<file path="config.mk">
export PLATFORM = sky130hd
export DESIGN_NAME = adcsc_controller
export DESIGN_NICKNAME = d
export VERILOG_FILES = /design/src/logic/adcsc_pkg.sv /design/src/logic/adcsc_controller.sv
export SDC_FILE = /design/constraint.sdc
export NUM_CORES = 1
export LEC_CHECK = 0
export BUFFER_PORTS_ARGS = -buffer_cell sky130_fd_sc_hd__buf_2
export CAP_MARGIN = 5
export CORE_MARGIN = 4
export CORE_UTILIZATION = 40
export CTS_BUF_LIST = sky130_fd_sc_hd__clkbuf_4
export DETAILED_ROUTE_END_ITERATION = 8
export GPL_TIMING_DRIVEN = 1
export PLACE_DENSITY = 0.52
export SETUP_SLACK_MARGIN = 0.3
export SLEW_MARGIN = 10
export SYNTH_ARGS = -nofsm -noshare
export SYNTH_HDL_FRONTEND = slang
export SYNTH_SLANG_ARGS = --single-unit
</file>
<file path="constraint.sdc">
create_clock -name i_clock -period 27.8 [get_ports i_clock]
set_input_delay 2.78 -clock i_clock [delete_from_list [all_inputs] [get_ports i_clock]]
set_output_delay 2.78 -clock i_clock [all_outputs]
set_load 0.02 [all_outputs]
</file>
<file path="src/logic/adcsc_pkg.sv">
// constants and types of the converter sequence controller
package adcsc_pkg;

  // ---------------------------------------------------------------
  // address decode
  // ---------------------------------------------------------------
  localparam logic [15:0] ADCSC_BASE_BLOCKING = 16'h0200;
  localparam logic [15:0] ADCSC_BASE_NONBLOCKING = 16'h0300;
  localparam logic [7:0] ADCSC_OFS_CONFIG = 8'h80;
  localparam logic [7:0] ADCSC_OFS_STATUS = 8'h81;
  localparam logic [7:0] ADCSC_OFS_SELECT_HI = 8'h82;
  localparam logic [7:0] ADCSC_OFS_SELECT_LO = 8'h83;
  localparam logic [7:0] ADCSC_OFS_DONE_HI = 8'h84;
  localparam logic [7:0] ADCSC_OFS_RESULT_FIRST = 8'h86;
  localparam logic [7:0] ADCSC_OFS_RESULT_LAST = 8'hA5;

  // ---------------------------------------------------------------
  // field layout and reset values
  // ---------------------------------------------------------------
  localparam int ADCSC_CFG_IRQ_EN_BIT = 7;
  localparam int ADCSC_CFG_CONT_BIT = 6;
  localparam int ADCSC_CFG_OCE_BIT = 5;
  localparam int ADCSC_CFG_SRST_BIT = 4;
  localparam logic [7:0] ADCSC_CFG_WRITE_MASK = 8'hF7;
  localparam logic [7:0] ADCSC_CFG_RESET = 8'h00;
  localparam logic [3:0] ADCSC_COUNTER_RESET = 4'hF;
  localparam logic [15:0] ADCSC_SELECT_MASK = 16'hDFFF;
  localparam logic [15:0] ADCSC_SELECT_RESET = 16'h0000;
  localparam logic [3:0] ADCSC_CAL_CHANNEL = 4'hF;
  localparam logic [3:0] ADCSC_LAST_CHANNEL = 4'hE;
  localparam logic [3:0] ADCSC_FIRST_AFTER_CAL = 4'h0;
  localparam int ADCSC_CAL_NOMINAL = 8;

  // ---------------------------------------------------------------
  // converter clock cycles per phase
  // ---------------------------------------------------------------
  localparam logic [4:0] ADCSC_SAMPLE_CYCLES = 5'h09;
  localparam logic [4:0] ADCSC_CONVERT_CYCLES = 5'h12;
  localparam logic [4:0] ADCSC_GAP_CYCLES = 5'h04;

  // sequencer states, gray along idle-count-sample-convert-gap
  typedef enum logic [2:0] {
    ADCSC_IDLE = 3'h0,
    ADCSC_COUNT = 3'h1,
    ADCSC_SAMPLE = 3'h3,
    ADCSC_CONVERT = 3'h2,
    ADCSC_GAP = 3'h6
  } adcsc_state_t;

  // interface clocks per converter clock for a divider code
  function automatic logic [3:0] adcsc_divide_ratio(input logic [2:0] code);
    case (code)
      3'h0: adcsc_divide_ratio = 4'hA;
      3'h1: adcsc_divide_ratio = 4'h8;
      3'h2: adcsc_divide_ratio = 4'h6;
      3'h3: adcsc_divide_ratio = 4'h4;
      3'h4: adcsc_divide_ratio = 4'h2;
      default: adcsc_divide_ratio = 4'h1;
    endcase
  endfunction

endpackage

</file>
<file path="src/logic/adcsc_controller.sv">
// converter sequence controller: registers, prescaler, channel sequencer
//
// Overview of operation
// - soft reset bit holds converter logic and all registers but config at initial values
// - divider code 000..100 gives 10,8,6,4,2; 101..111 give 1
// - sequence done sets status bit 7; status read clears it
// - status bit 6 shows reference supply in current limitation
// - status bits 3-0 show channel in conversion; all ones after reset
// - order is channel 15, then 0 upward to 14
// - select bit includes channel; bit 13 absent, reads zero
// - select write aborts sequence; high byte write restarts with new selection
// - all-zero select write stops conversion, converter idles
// - any select write clears all per-channel done flags
// - byte write: high byte starts conversion, low byte never starts
// - done register read-only, byte read returns live status, no latch
// - reading the high byte of a result register clears that channel's done flag
// - byte result read: low latches high; high read clears flag
// - mux: 0-8 inputs, 9-12 senses, 14 bandgap, 15 calibration
// - offset compensation only with enable bit and channel 15 at start
// - calibration reference corresponds to nominal 8 LSB
// - each conversion: 9 sampling cycles then 18 conversion cycles
// - before first conversion count one cycle per position from 15
// - four converter cycles between consecutive channel conversions
// - search for next channel overlaps current conversion
// - registers decode at base 0x0200 and 0x0300
// - config bit 7 lets sequence done raise interrupt request
// - config bit 6 repeats the sequence continuously
`timescale 1ns/100ps

module adcsc_controller
  import adcsc_pkg::*;
#(
  parameter int RESULT_BITS = 10
)
(
  input wire logic i_clock,
  input wire logic i_reset,
  input wire logic [15:0] i_address,
  input wire logic i_write,
  input wire logic i_read,
  input wire logic i_wide,
  input wire logic [15:0] i_wdata,
  input wire logic [RESULT_BITS-1:0] i_conversion_result,
  input wire logic i_reference_current_limit,
  output logic [15:0] o_rdata,
  output logic o_read_valid,
  output logic o_sequence_irq,
  output logic o_converter_tick,
  output logic o_converter_reset,
  output logic [3:0] o_mux_channel,
  output logic o_sampling,
  output logic o_converting
);

  // ---------------------------------------------------------------
  // elaboration checks
  // ---------------------------------------------------------------
  generate
    if (RESULT_BITS < 4 || RESULT_BITS > 16)
    begin : g_bad_width
      $error("RESULT_BITS must lie between 4 and 16");
    end
  endgenerate

  localparam int PAD_BITS = 16 - RESULT_BITS;

  // next channel position in conversion order
  function automatic logic [3:0] next_position(input logic [3:0] pos);
    next_position = (pos == ADCSC_CAL_CHANNEL) ? ADCSC_FIRST_AFTER_CAL : pos + 4'h1;
  endfunction

  // ---------------------------------------------------------------
  // registers and state
  // ---------------------------------------------------------------
  logic [7:0] config_reg;
  logic [15:0] channel_select_reg;
  logic [15:0] conversion_done_reg;
  logic sequence_done_flag_reg;
  logic [3:0] channel_counter_reg;
  adcsc_state_t state_reg;
  logic [4:0] phase_count_reg;
  logic [3:0] prescale_reg;
  logic comp_active_reg;
  logic [RESULT_BITS-1:0] cal_value_reg;
  logic [RESULT_BITS-1:0] result_mem [16];
  logic [7:0] latch_high_reg;
  logic latch_valid_reg;
  logic [3:0] latch_channel_reg;

  // ---------------------------------------------------------------
  // address decode and access events
  // ---------------------------------------------------------------
  logic bus_hit;
  logic [7:0] offset;
  logic [7:0] pair_offset;
  logic is_result;
  logic [3:0] result_index;
  logic soft_reset;
  logic write_cfg;
  logic write_sel_hi;
  logic write_sel_lo;
  logic select_written;
  logic start_request;
  logic [15:0] select_next;
  logic read_status;
  logic read_result_high;
  logic read_result_low;

  assign bus_hit = (i_address[15:8] == ADCSC_BASE_BLOCKING[15:8])
                || (i_address[15:8] == ADCSC_BASE_NONBLOCKING[15:8]);
  assign offset = i_address[7:0];
  assign pair_offset = {offset[7:1], 1'b0};
  assign is_result = (offset >= ADCSC_OFS_RESULT_FIRST) && (offset <= ADCSC_OFS_RESULT_LAST);
  assign result_index = 4'((offset - ADCSC_OFS_RESULT_FIRST) >> 1);
  assign soft_reset = config_reg[ADCSC_CFG_SRST_BIT];

  // write strobes; a wide write targets the even address of a pair
  assign write_cfg = bus_hit && i_write && (pair_offset == ADCSC_OFS_CONFIG)
                  && (i_wide || offset == ADCSC_OFS_CONFIG);
  assign write_sel_hi = bus_hit && i_write && !soft_reset
                     && (offset == ADCSC_OFS_SELECT_HI);
  assign write_sel_lo = bus_hit && i_write && !soft_reset && !i_wide
                     && (offset == ADCSC_OFS_SELECT_LO);
  assign select_written = write_sel_hi || write_sel_lo;
  assign start_request = write_sel_hi;

  // merged select value, channel 13 forced to zero
  always_comb
  begin
    select_next = channel_select_reg;
    if (write_sel_hi && i_wide)
      select_next = i_wdata;
    else if (write_sel_hi)
      select_next[15:8] = i_wdata[7:0];
    else if (write_sel_lo)
      select_next[7:0] = i_wdata[7:0];
    select_next = select_next & ADCSC_SELECT_MASK;
  end

  // read events that clear flags or load the high byte latch
  assign read_status = bus_hit && i_read && (pair_offset == ADCSC_OFS_CONFIG)
                    && (i_wide || offset == ADCSC_OFS_STATUS);
  assign read_result_high = bus_hit && i_read && is_result && !offset[0];
  assign read_result_low = bus_hit && i_read && is_result && offset[0] && !i_wide;

  // ---------------------------------------------------------------
  // configuration register
  // ---------------------------------------------------------------
  always_ff @(posedge i_clock or posedge i_reset)
  begin
    if (i_reset)
      config_reg <= ADCSC_CFG_RESET;
    else if (write_cfg)
      config_reg <= (i_wide ? i_wdata[15:8] : i_wdata[7:0]) & ADCSC_CFG_WRITE_MASK;
  end

  // ---------------------------------------------------------------
  // channel select register
  // ---------------------------------------------------------------
  always_ff @(posedge i_clock or posedge i_reset)
  begin
    if (i_reset)
      channel_select_reg <= ADCSC_SELECT_RESET;
    else if (soft_reset)
      channel_select_reg <= ADCSC_SELECT_RESET;
    else if (select_written)
      channel_select_reg <= select_next;
  end

  // ---------------------------------------------------------------
  // prescaler: one converter tick every ratio interface clocks
  // ---------------------------------------------------------------
  logic [3:0] divide_ratio;
  logic converter_tick;

  assign divide_ratio = adcsc_divide_ratio(config_reg[2:0]);
  assign converter_tick = !soft_reset && (prescale_reg >= divide_ratio - 4'h1);

  always_ff @(posedge i_clock or posedge i_reset)
  begin
    if (i_reset)
      prescale_reg <= 4'h0;
    else if (soft_reset || converter_tick)
      prescale_reg <= 4'h0;
    else
      prescale_reg <= prescale_reg + 4'h1;
  end

  // ---------------------------------------------------------------
  // sequencer
  // ---------------------------------------------------------------
  logic [3:0] following_channel;
  logic has_following;
  logic conversion_end;
  logic sequence_end;

  // search for the next selected channel in order, during conversion
  always_comb
  begin
    logic [3:0] pos;
    pos = channel_counter_reg;
    following_channel = channel_counter_reg;
    has_following = 1'b0;
    for (int step = 0; step < 15; step++)
    begin
      if (pos != ADCSC_LAST_CHANNEL && !has_following)
      begin
        pos = next_position(pos);
        if (channel_select_reg[pos])
        begin
          following_channel = pos;
          has_following = 1'b1;
        end
      end
    end
  end

  assign conversion_end = converter_tick && (state_reg == ADCSC_CONVERT)
                       && (phase_count_reg == ADCSC_CONVERT_CYCLES - 5'h01);
  assign sequence_end = conversion_end && !has_following;

  always_ff @(posedge i_clock or posedge i_reset)
  begin
    if (i_reset)
    begin
      state_reg <= ADCSC_IDLE;
      channel_counter_reg <= ADCSC_COUNTER_RESET;
      phase_count_reg <= 5'h00;
      comp_active_reg <= 1'b0;
    end
    else if (soft_reset)
    begin
      state_reg <= ADCSC_IDLE;
      channel_counter_reg <= ADCSC_COUNTER_RESET;
      phase_count_reg <= 5'h00;
      comp_active_reg <= 1'b0;
    end
    else if (select_written)
    begin
      // abort and restart from channel 15, or stop on zero/low byte
      channel_counter_reg <= ADCSC_CAL_CHANNEL;
      phase_count_reg <= 5'h00;
      comp_active_reg <= config_reg[ADCSC_CFG_OCE_BIT] && select_next[ADCSC_CAL_CHANNEL];
      if (start_request && select_next != ADCSC_SELECT_RESET)
        state_reg <= ADCSC_COUNT;
      else
        state_reg <= ADCSC_IDLE;
    end
    else if (converter_tick)
    begin
      case (state_reg)
        ADCSC_COUNT:
        begin
          // one cycle per position until a selected channel is met
          if (channel_select_reg[channel_counter_reg])
            state_reg <= ADCSC_SAMPLE;
          else
            channel_counter_reg <= next_position(channel_counter_reg);
        end
        ADCSC_SAMPLE:
        begin
          if (phase_count_reg == ADCSC_SAMPLE_CYCLES - 5'h01)
          begin
            state_reg <= ADCSC_CONVERT;
            phase_count_reg <= 5'h00;
          end
          else
            phase_count_reg <= phase_count_reg + 5'h01;
        end
        ADCSC_CONVERT:
        begin
          phase_count_reg <= 5'h00;
          if (conversion_end && has_following)
            state_reg <= ADCSC_GAP;
          else if (conversion_end && config_reg[ADCSC_CFG_CONT_BIT])
          begin
            state_reg <= ADCSC_COUNT;
            channel_counter_reg <= ADCSC_CAL_CHANNEL;
          end
          else if (conversion_end)
            state_reg <= ADCSC_IDLE;
          else
            phase_count_reg <= phase_count_reg + 5'h01;
        end
        ADCSC_GAP:
        begin
          if (phase_count_reg == ADCSC_GAP_CYCLES - 5'h01)
          begin
            state_reg <= ADCSC_SAMPLE;
            channel_counter_reg <= following_channel;
            phase_count_reg <= 5'h00;
          end
          else
            phase_count_reg <= phase_count_reg + 5'h01;
        end
        default:
          state_reg <= state_reg;
      endcase
    end
  end

  // ---------------------------------------------------------------
  // result capture with offset compensation
  // ---------------------------------------------------------------
  logic signed [RESULT_BITS+1:0] corrected;
  logic [RESULT_BITS-1:0] stored_value;

  // raw + nominal - calibration reading, clamped to the result range
  always_comb
  begin
    corrected = $signed({2'b00, i_conversion_result})
              + $signed((RESULT_BITS+2)'(ADCSC_CAL_NOMINAL))
              - $signed({2'b00, cal_value_reg});
    if (!comp_active_reg || channel_counter_reg == ADCSC_CAL_CHANNEL)
      stored_value = i_conversion_result;
    else if (corrected < 0)
      stored_value = '0;
    else if (corrected[RESULT_BITS])
      stored_value = '1;
    else
      stored_value = corrected[RESULT_BITS-1:0];
  end

  always_ff @(posedge i_clock or posedge i_reset)
  begin
    if (i_reset)
      cal_value_reg <= (RESULT_BITS)'(ADCSC_CAL_NOMINAL);
    else if (soft_reset)
      cal_value_reg <= (RESULT_BITS)'(ADCSC_CAL_NOMINAL);
    else if (conversion_end && channel_counter_reg == ADCSC_CAL_CHANNEL)
      cal_value_reg <= i_conversion_result;
  end

  // result storage, one word per channel
  always_ff @(posedge i_clock or posedge i_reset)
  begin
    if (i_reset)
    begin
      for (int ch = 0; ch < 16; ch++)
        result_mem[ch] <= '0;
    end
    else if (soft_reset)
    begin
      for (int ch = 0; ch < 16; ch++)
        result_mem[ch] <= '0;
    end
    else if (conversion_end)
      result_mem[channel_counter_reg] <= stored_value;
  end

  // ---------------------------------------------------------------
  // done flags; a set in the same cycle as a clear wins
  // ---------------------------------------------------------------
  logic [15:0] done_set;
  logic [15:0] done_clear;

  assign done_set = conversion_end ? (16'h0001 << channel_counter_reg) : 16'h0000;
  assign done_clear = select_written ? 16'hFFFF
                    : (read_result_high ? (16'h0001 << result_index) : 16'h0000);

  always_ff @(posedge i_clock or posedge i_reset)
  begin
    if (i_reset)
      conversion_done_reg <= 16'h0000;
    else if (soft_reset)
      conversion_done_reg <= 16'h0000;
    else
      conversion_done_reg <= (conversion_done_reg & ~done_clear) | done_set;
  end

  always_ff @(posedge i_clock or posedge i_reset)
  begin
    if (i_reset)
      sequence_done_flag_reg <= 1'b0;
    else if (soft_reset)
      sequence_done_flag_reg <= 1'b0;
    else if (sequence_end)
      sequence_done_flag_reg <= 1'b1;
    else if (read_status)
      sequence_done_flag_reg <= 1'b0;
  end

  // ---------------------------------------------------------------
  // high byte latch for byte-wide result reads
  // ---------------------------------------------------------------
  logic [15:0] result_word;

  always_ff @(posedge i_clock or posedge i_reset)
  begin
    if (i_reset)
    begin
      latch_high_reg <= 8'h00;
      latch_valid_reg <= 1'b0;
      latch_channel_reg <= 4'h0;
    end
    else if (soft_reset)
    begin
      latch_high_reg <= 8'h00;
      latch_valid_reg <= 1'b0;
      latch_channel_reg <= 4'h0;
    end
    else if (read_result_low)
    begin
      latch_high_reg <= result_word[15:8];
      latch_valid_reg <= 1'b1;
      latch_channel_reg <= result_index;
    end
    else if (read_result_high)
      latch_valid_reg <= 1'b0;
  end

  // ---------------------------------------------------------------
  // read data path
  // ---------------------------------------------------------------
  logic [15:0] pair_word;
  logic [7:0] status_byte;
  logic [7:0] high_byte;

  assign result_word = {result_mem[result_index], PAD_BITS'(0)};
  assign status_byte = {sequence_done_flag_reg, i_reference_current_limit,
                        2'b00, channel_counter_reg};

  always_comb
  begin
    if (pair_offset == ADCSC_OFS_CONFIG)
      pair_word = {config_reg, status_byte};
    else if (pair_offset == ADCSC_OFS_SELECT_HI)
      pair_word = channel_select_reg;
    else if (pair_offset == ADCSC_OFS_DONE_HI)
      pair_word = conversion_done_reg;
    else if (is_result)
      pair_word = result_word;
    else
      pair_word = 16'h0000;
  end

  // high byte of a result comes from the latch after a low byte read
  assign high_byte = (is_result && latch_valid_reg && latch_channel_reg == result_index)
                   ? latch_high_reg : pair_word[15:8];

  always_ff @(posedge i_clock or posedge i_reset)
  begin
    if (i_reset)
    begin
      o_rdata <= 16'h0000;
      o_read_valid <= 1'b0;
    end
    else
    begin
      o_read_valid <= i_read;
      if (!bus_hit || !i_read)
        o_rdata <= 16'h0000;
      else if (i_wide)
        o_rdata <= pair_word;
      else if (offset[0])
        o_rdata <= {8'h00, pair_word[7:0]};
      else
        o_rdata <= {8'h00, high_byte};
    end
  end

  // ---------------------------------------------------------------
  // interrupt request and outputs to the analog side
  // ---------------------------------------------------------------
  assign o_sequence_irq = sequence_done_flag_reg && config_reg[ADCSC_CFG_IRQ_EN_BIT];
  assign o_converter_tick = converter_tick;
  assign o_converter_reset = soft_reset;
  assign o_mux_channel = channel_counter_reg;
  assign o_sampling = (state_reg == ADCSC_SAMPLE);
  assign o_converting = (state_reg == ADCSC_CONVERT);

endmodule // adcsc_controller

</file>
==> reports/metrics.cfg <==
[synth]
ys_ff_latch = 256
muxShareOfSynthArea_pct = 10.9
synth_compound_area_share_pct = 27.4
synthArstFlopShare_pct = 100
syn_nets = 2729
synthTopCellsByCount = o21ai_0 (260), dfrtp_1 (251), nand2_1 (214)
synth_top_family_by_area = compound AO/OA/AOI/OAI gates
yosysTopAreaCell = dfrtp_1
ys_seq_area_share_pct = 28.5
synth_area_leaders = dfrtp_1 (28%), mux4_2 (6.3%), o21ai_0 (5.8%)
synthCells = 2612
synth.top_cell.area_share_pct = 27.9
yosys.area_share.xor_xnor_pct = 2.28
synthDistinctLibCells = 137
synth_area_um2 = 22500
synth_enable_flop_cells = 0
yosys.area_share.simple_pct = 22.2
synth_most_common_cell = o21ai_0
yosys_warnings = 0
synth.avg_cell_area_um2 = 8.62
synth_adder_area_share_pct = 3.90
yosys_most_used_dff = dfrtp_1

[timing]
finalCriticalPeriod_ns = 25.58
post-route-period-util_pct = 92.0
slew_headroom_pct = 19.5
setup_viol = 0
rsz0062_at_grt = no
slew_viol_final = 0
worst_pin_slew_ns = 1.17
final-hold-violation-count = 0
max_freq_mhz = 39.1
fin_setup_tns_ns = 0
skew_ns = 0.0860

[worst_setup_path]
cp-start-kind = flip-flop
end_kind = flip-flop
cp_common_cell = ha_1
r2r-start = o_mux_channel[0]
required_ns = 28.51
reg2reg_depth = 84
crit_family = compound AO/OA/AOI/OAI gates
cp.buffers_inverters = 12
worst-path-max-fanout = 24
worstReg2RegEnd = o_mux_channel[0]
critPathMaxStageDelay_ns = 0.75
cpMaxStageDelayCell = a2111oi_1
regToRegSetupSlack_ns = 2.22
critPathKind = reg -> reg
crit_arrival_ns = 26.28

[cells_and_area]
largest_register_ffs = 160
drive_above_1_share_pct = 16.7
nNetsFinal = 2752
syn_to_final_growth_pct = 8.64
final_area_um2 = 24500

[floorplanning]
die_height_um = 245
die_area_um2 = 60200
start_util_pct = 40.7
num_io_pins = 74
core_area_um2 = 55400
core.rowCount = 86
die_w_um = 245

[route]
wire_per_inst_um = 24.2
vias_per_cell = 6.37
antenna_left = 0
firstDrtPassIters = 6
vias = 21945
routed_wl_mm = 83.4
drt_iter0_drc = 2125
drc = 0

[cts]
holdBufCountCts = 0
post_cts_resized = 0
cts_max_path_buffers = 3
cts-root-buf = clkbuf_4
postCtsSetupRepairBufs = 0
clkSinkCount = 256
clk_pin_slew_ns = 0.06
cts.htree.levels = 3
tritoncts = done
cts_buffers = 77
clkLatencyLatePin_ns = 0.82

[placement]
io_buffers = 72
place.gp.congestion = 0.965
dpl_cell_area_um2 = 23500
hpwl_mm = 58.6

[worst_hold_path]
holdPathStages = 1
min_to = cal_value_reg[5]
worstHoldStart = cal_value_reg[5]
hold_class = reg -> reg

[outcome]
outcome = finished clean

[global_routing]
grt_pass1_wl_mm = 128
gr-usage-met2_pct = 44.5
grt.total_usage_pct = 27.2
use_met3_pct = 4.51
overflow = 0
grt_max_degree = 122
grt_pass1_vias = 21139
busiest_layer = met2
antenna_found_initial = 6
use_met1_pct = 36.3

[run]
drv_cap = 0

[metrics by stage]
step,hold slack [ns],worst slack (ns),utilization (%),instances
6_report,0.504,2.22,44.2,3443
5_1_grt,0.517,0.864,44.2,3442
4_1_cts,0.504,2.86,44.1,3437
3_5_place_dp,0.489,2.91,42.4,3304
3_3_place_gp,0.471,3.21,42.4,3304
2_1_floorplan,0.445,6.88,-,2612
[how the worst max path moves through the flow]
stage	depth (start not counted)	end	startpoint
finish	84	o_mux_channel[0]	o_mux_channel[0]
global route	85	o_mux_channel[2]	o_mux_channel[0]
CTS	83	o_mux_channel[1]	o_mux_channel[0]
detailed placement	82	o_mux_channel[1]	o_mux_channel[0]
global placement	85	o_mux_channel[2]	o_mux_channel[0]
floorplan	93	o_mux_channel[3]	o_mux_channel[0]
[area by class of cell]
type	count	area, µm²
Multi-Input combinational cell	2090	15000
Timing Repair Buffer	129	791
Fill cell	5546	30900
Tap cell	748	936
Inverter	81	313
Clock buffer	110	826
Clock inverter	23	138
Sequential cell	256	6420
Antenna cell	6	15.0
[cells in the final DEF (no fill, tap or decap), drive strengths merged, types with 46 or more instances in the layout]
master    n
dfrtp   251
o211ai   53
mux4     63
nor3     82
o21ai   273
nand3    86
nand2   217
ha       67
a21oi   168
nand3b  153
a211oi   46
nor2    175
buf     129
inv      78
mux2i    77
clkbuf  110
[cell families after synthesis]
family	count (synthesis)
AND/OR/NAND/NOR	925
buffers and inverters	266
adder cells (fa/ha/maj)	69
multiplexers	161
AO/OA/AOI/OAI	889
XOR/XNOR	46
flip-flops	256
[layer usage]
layer | routed length, µm | vias up
met3 | 5740 | 186
met2 | 39100 | 870
met5 | 20 | -
met1 | 35500 | 10794
li1 | - | 10093
met4 | 3050 | 2
Power is not shown: default switching activity piles up to over one toggle a cycle in this logic, so the estimate is an artifact.
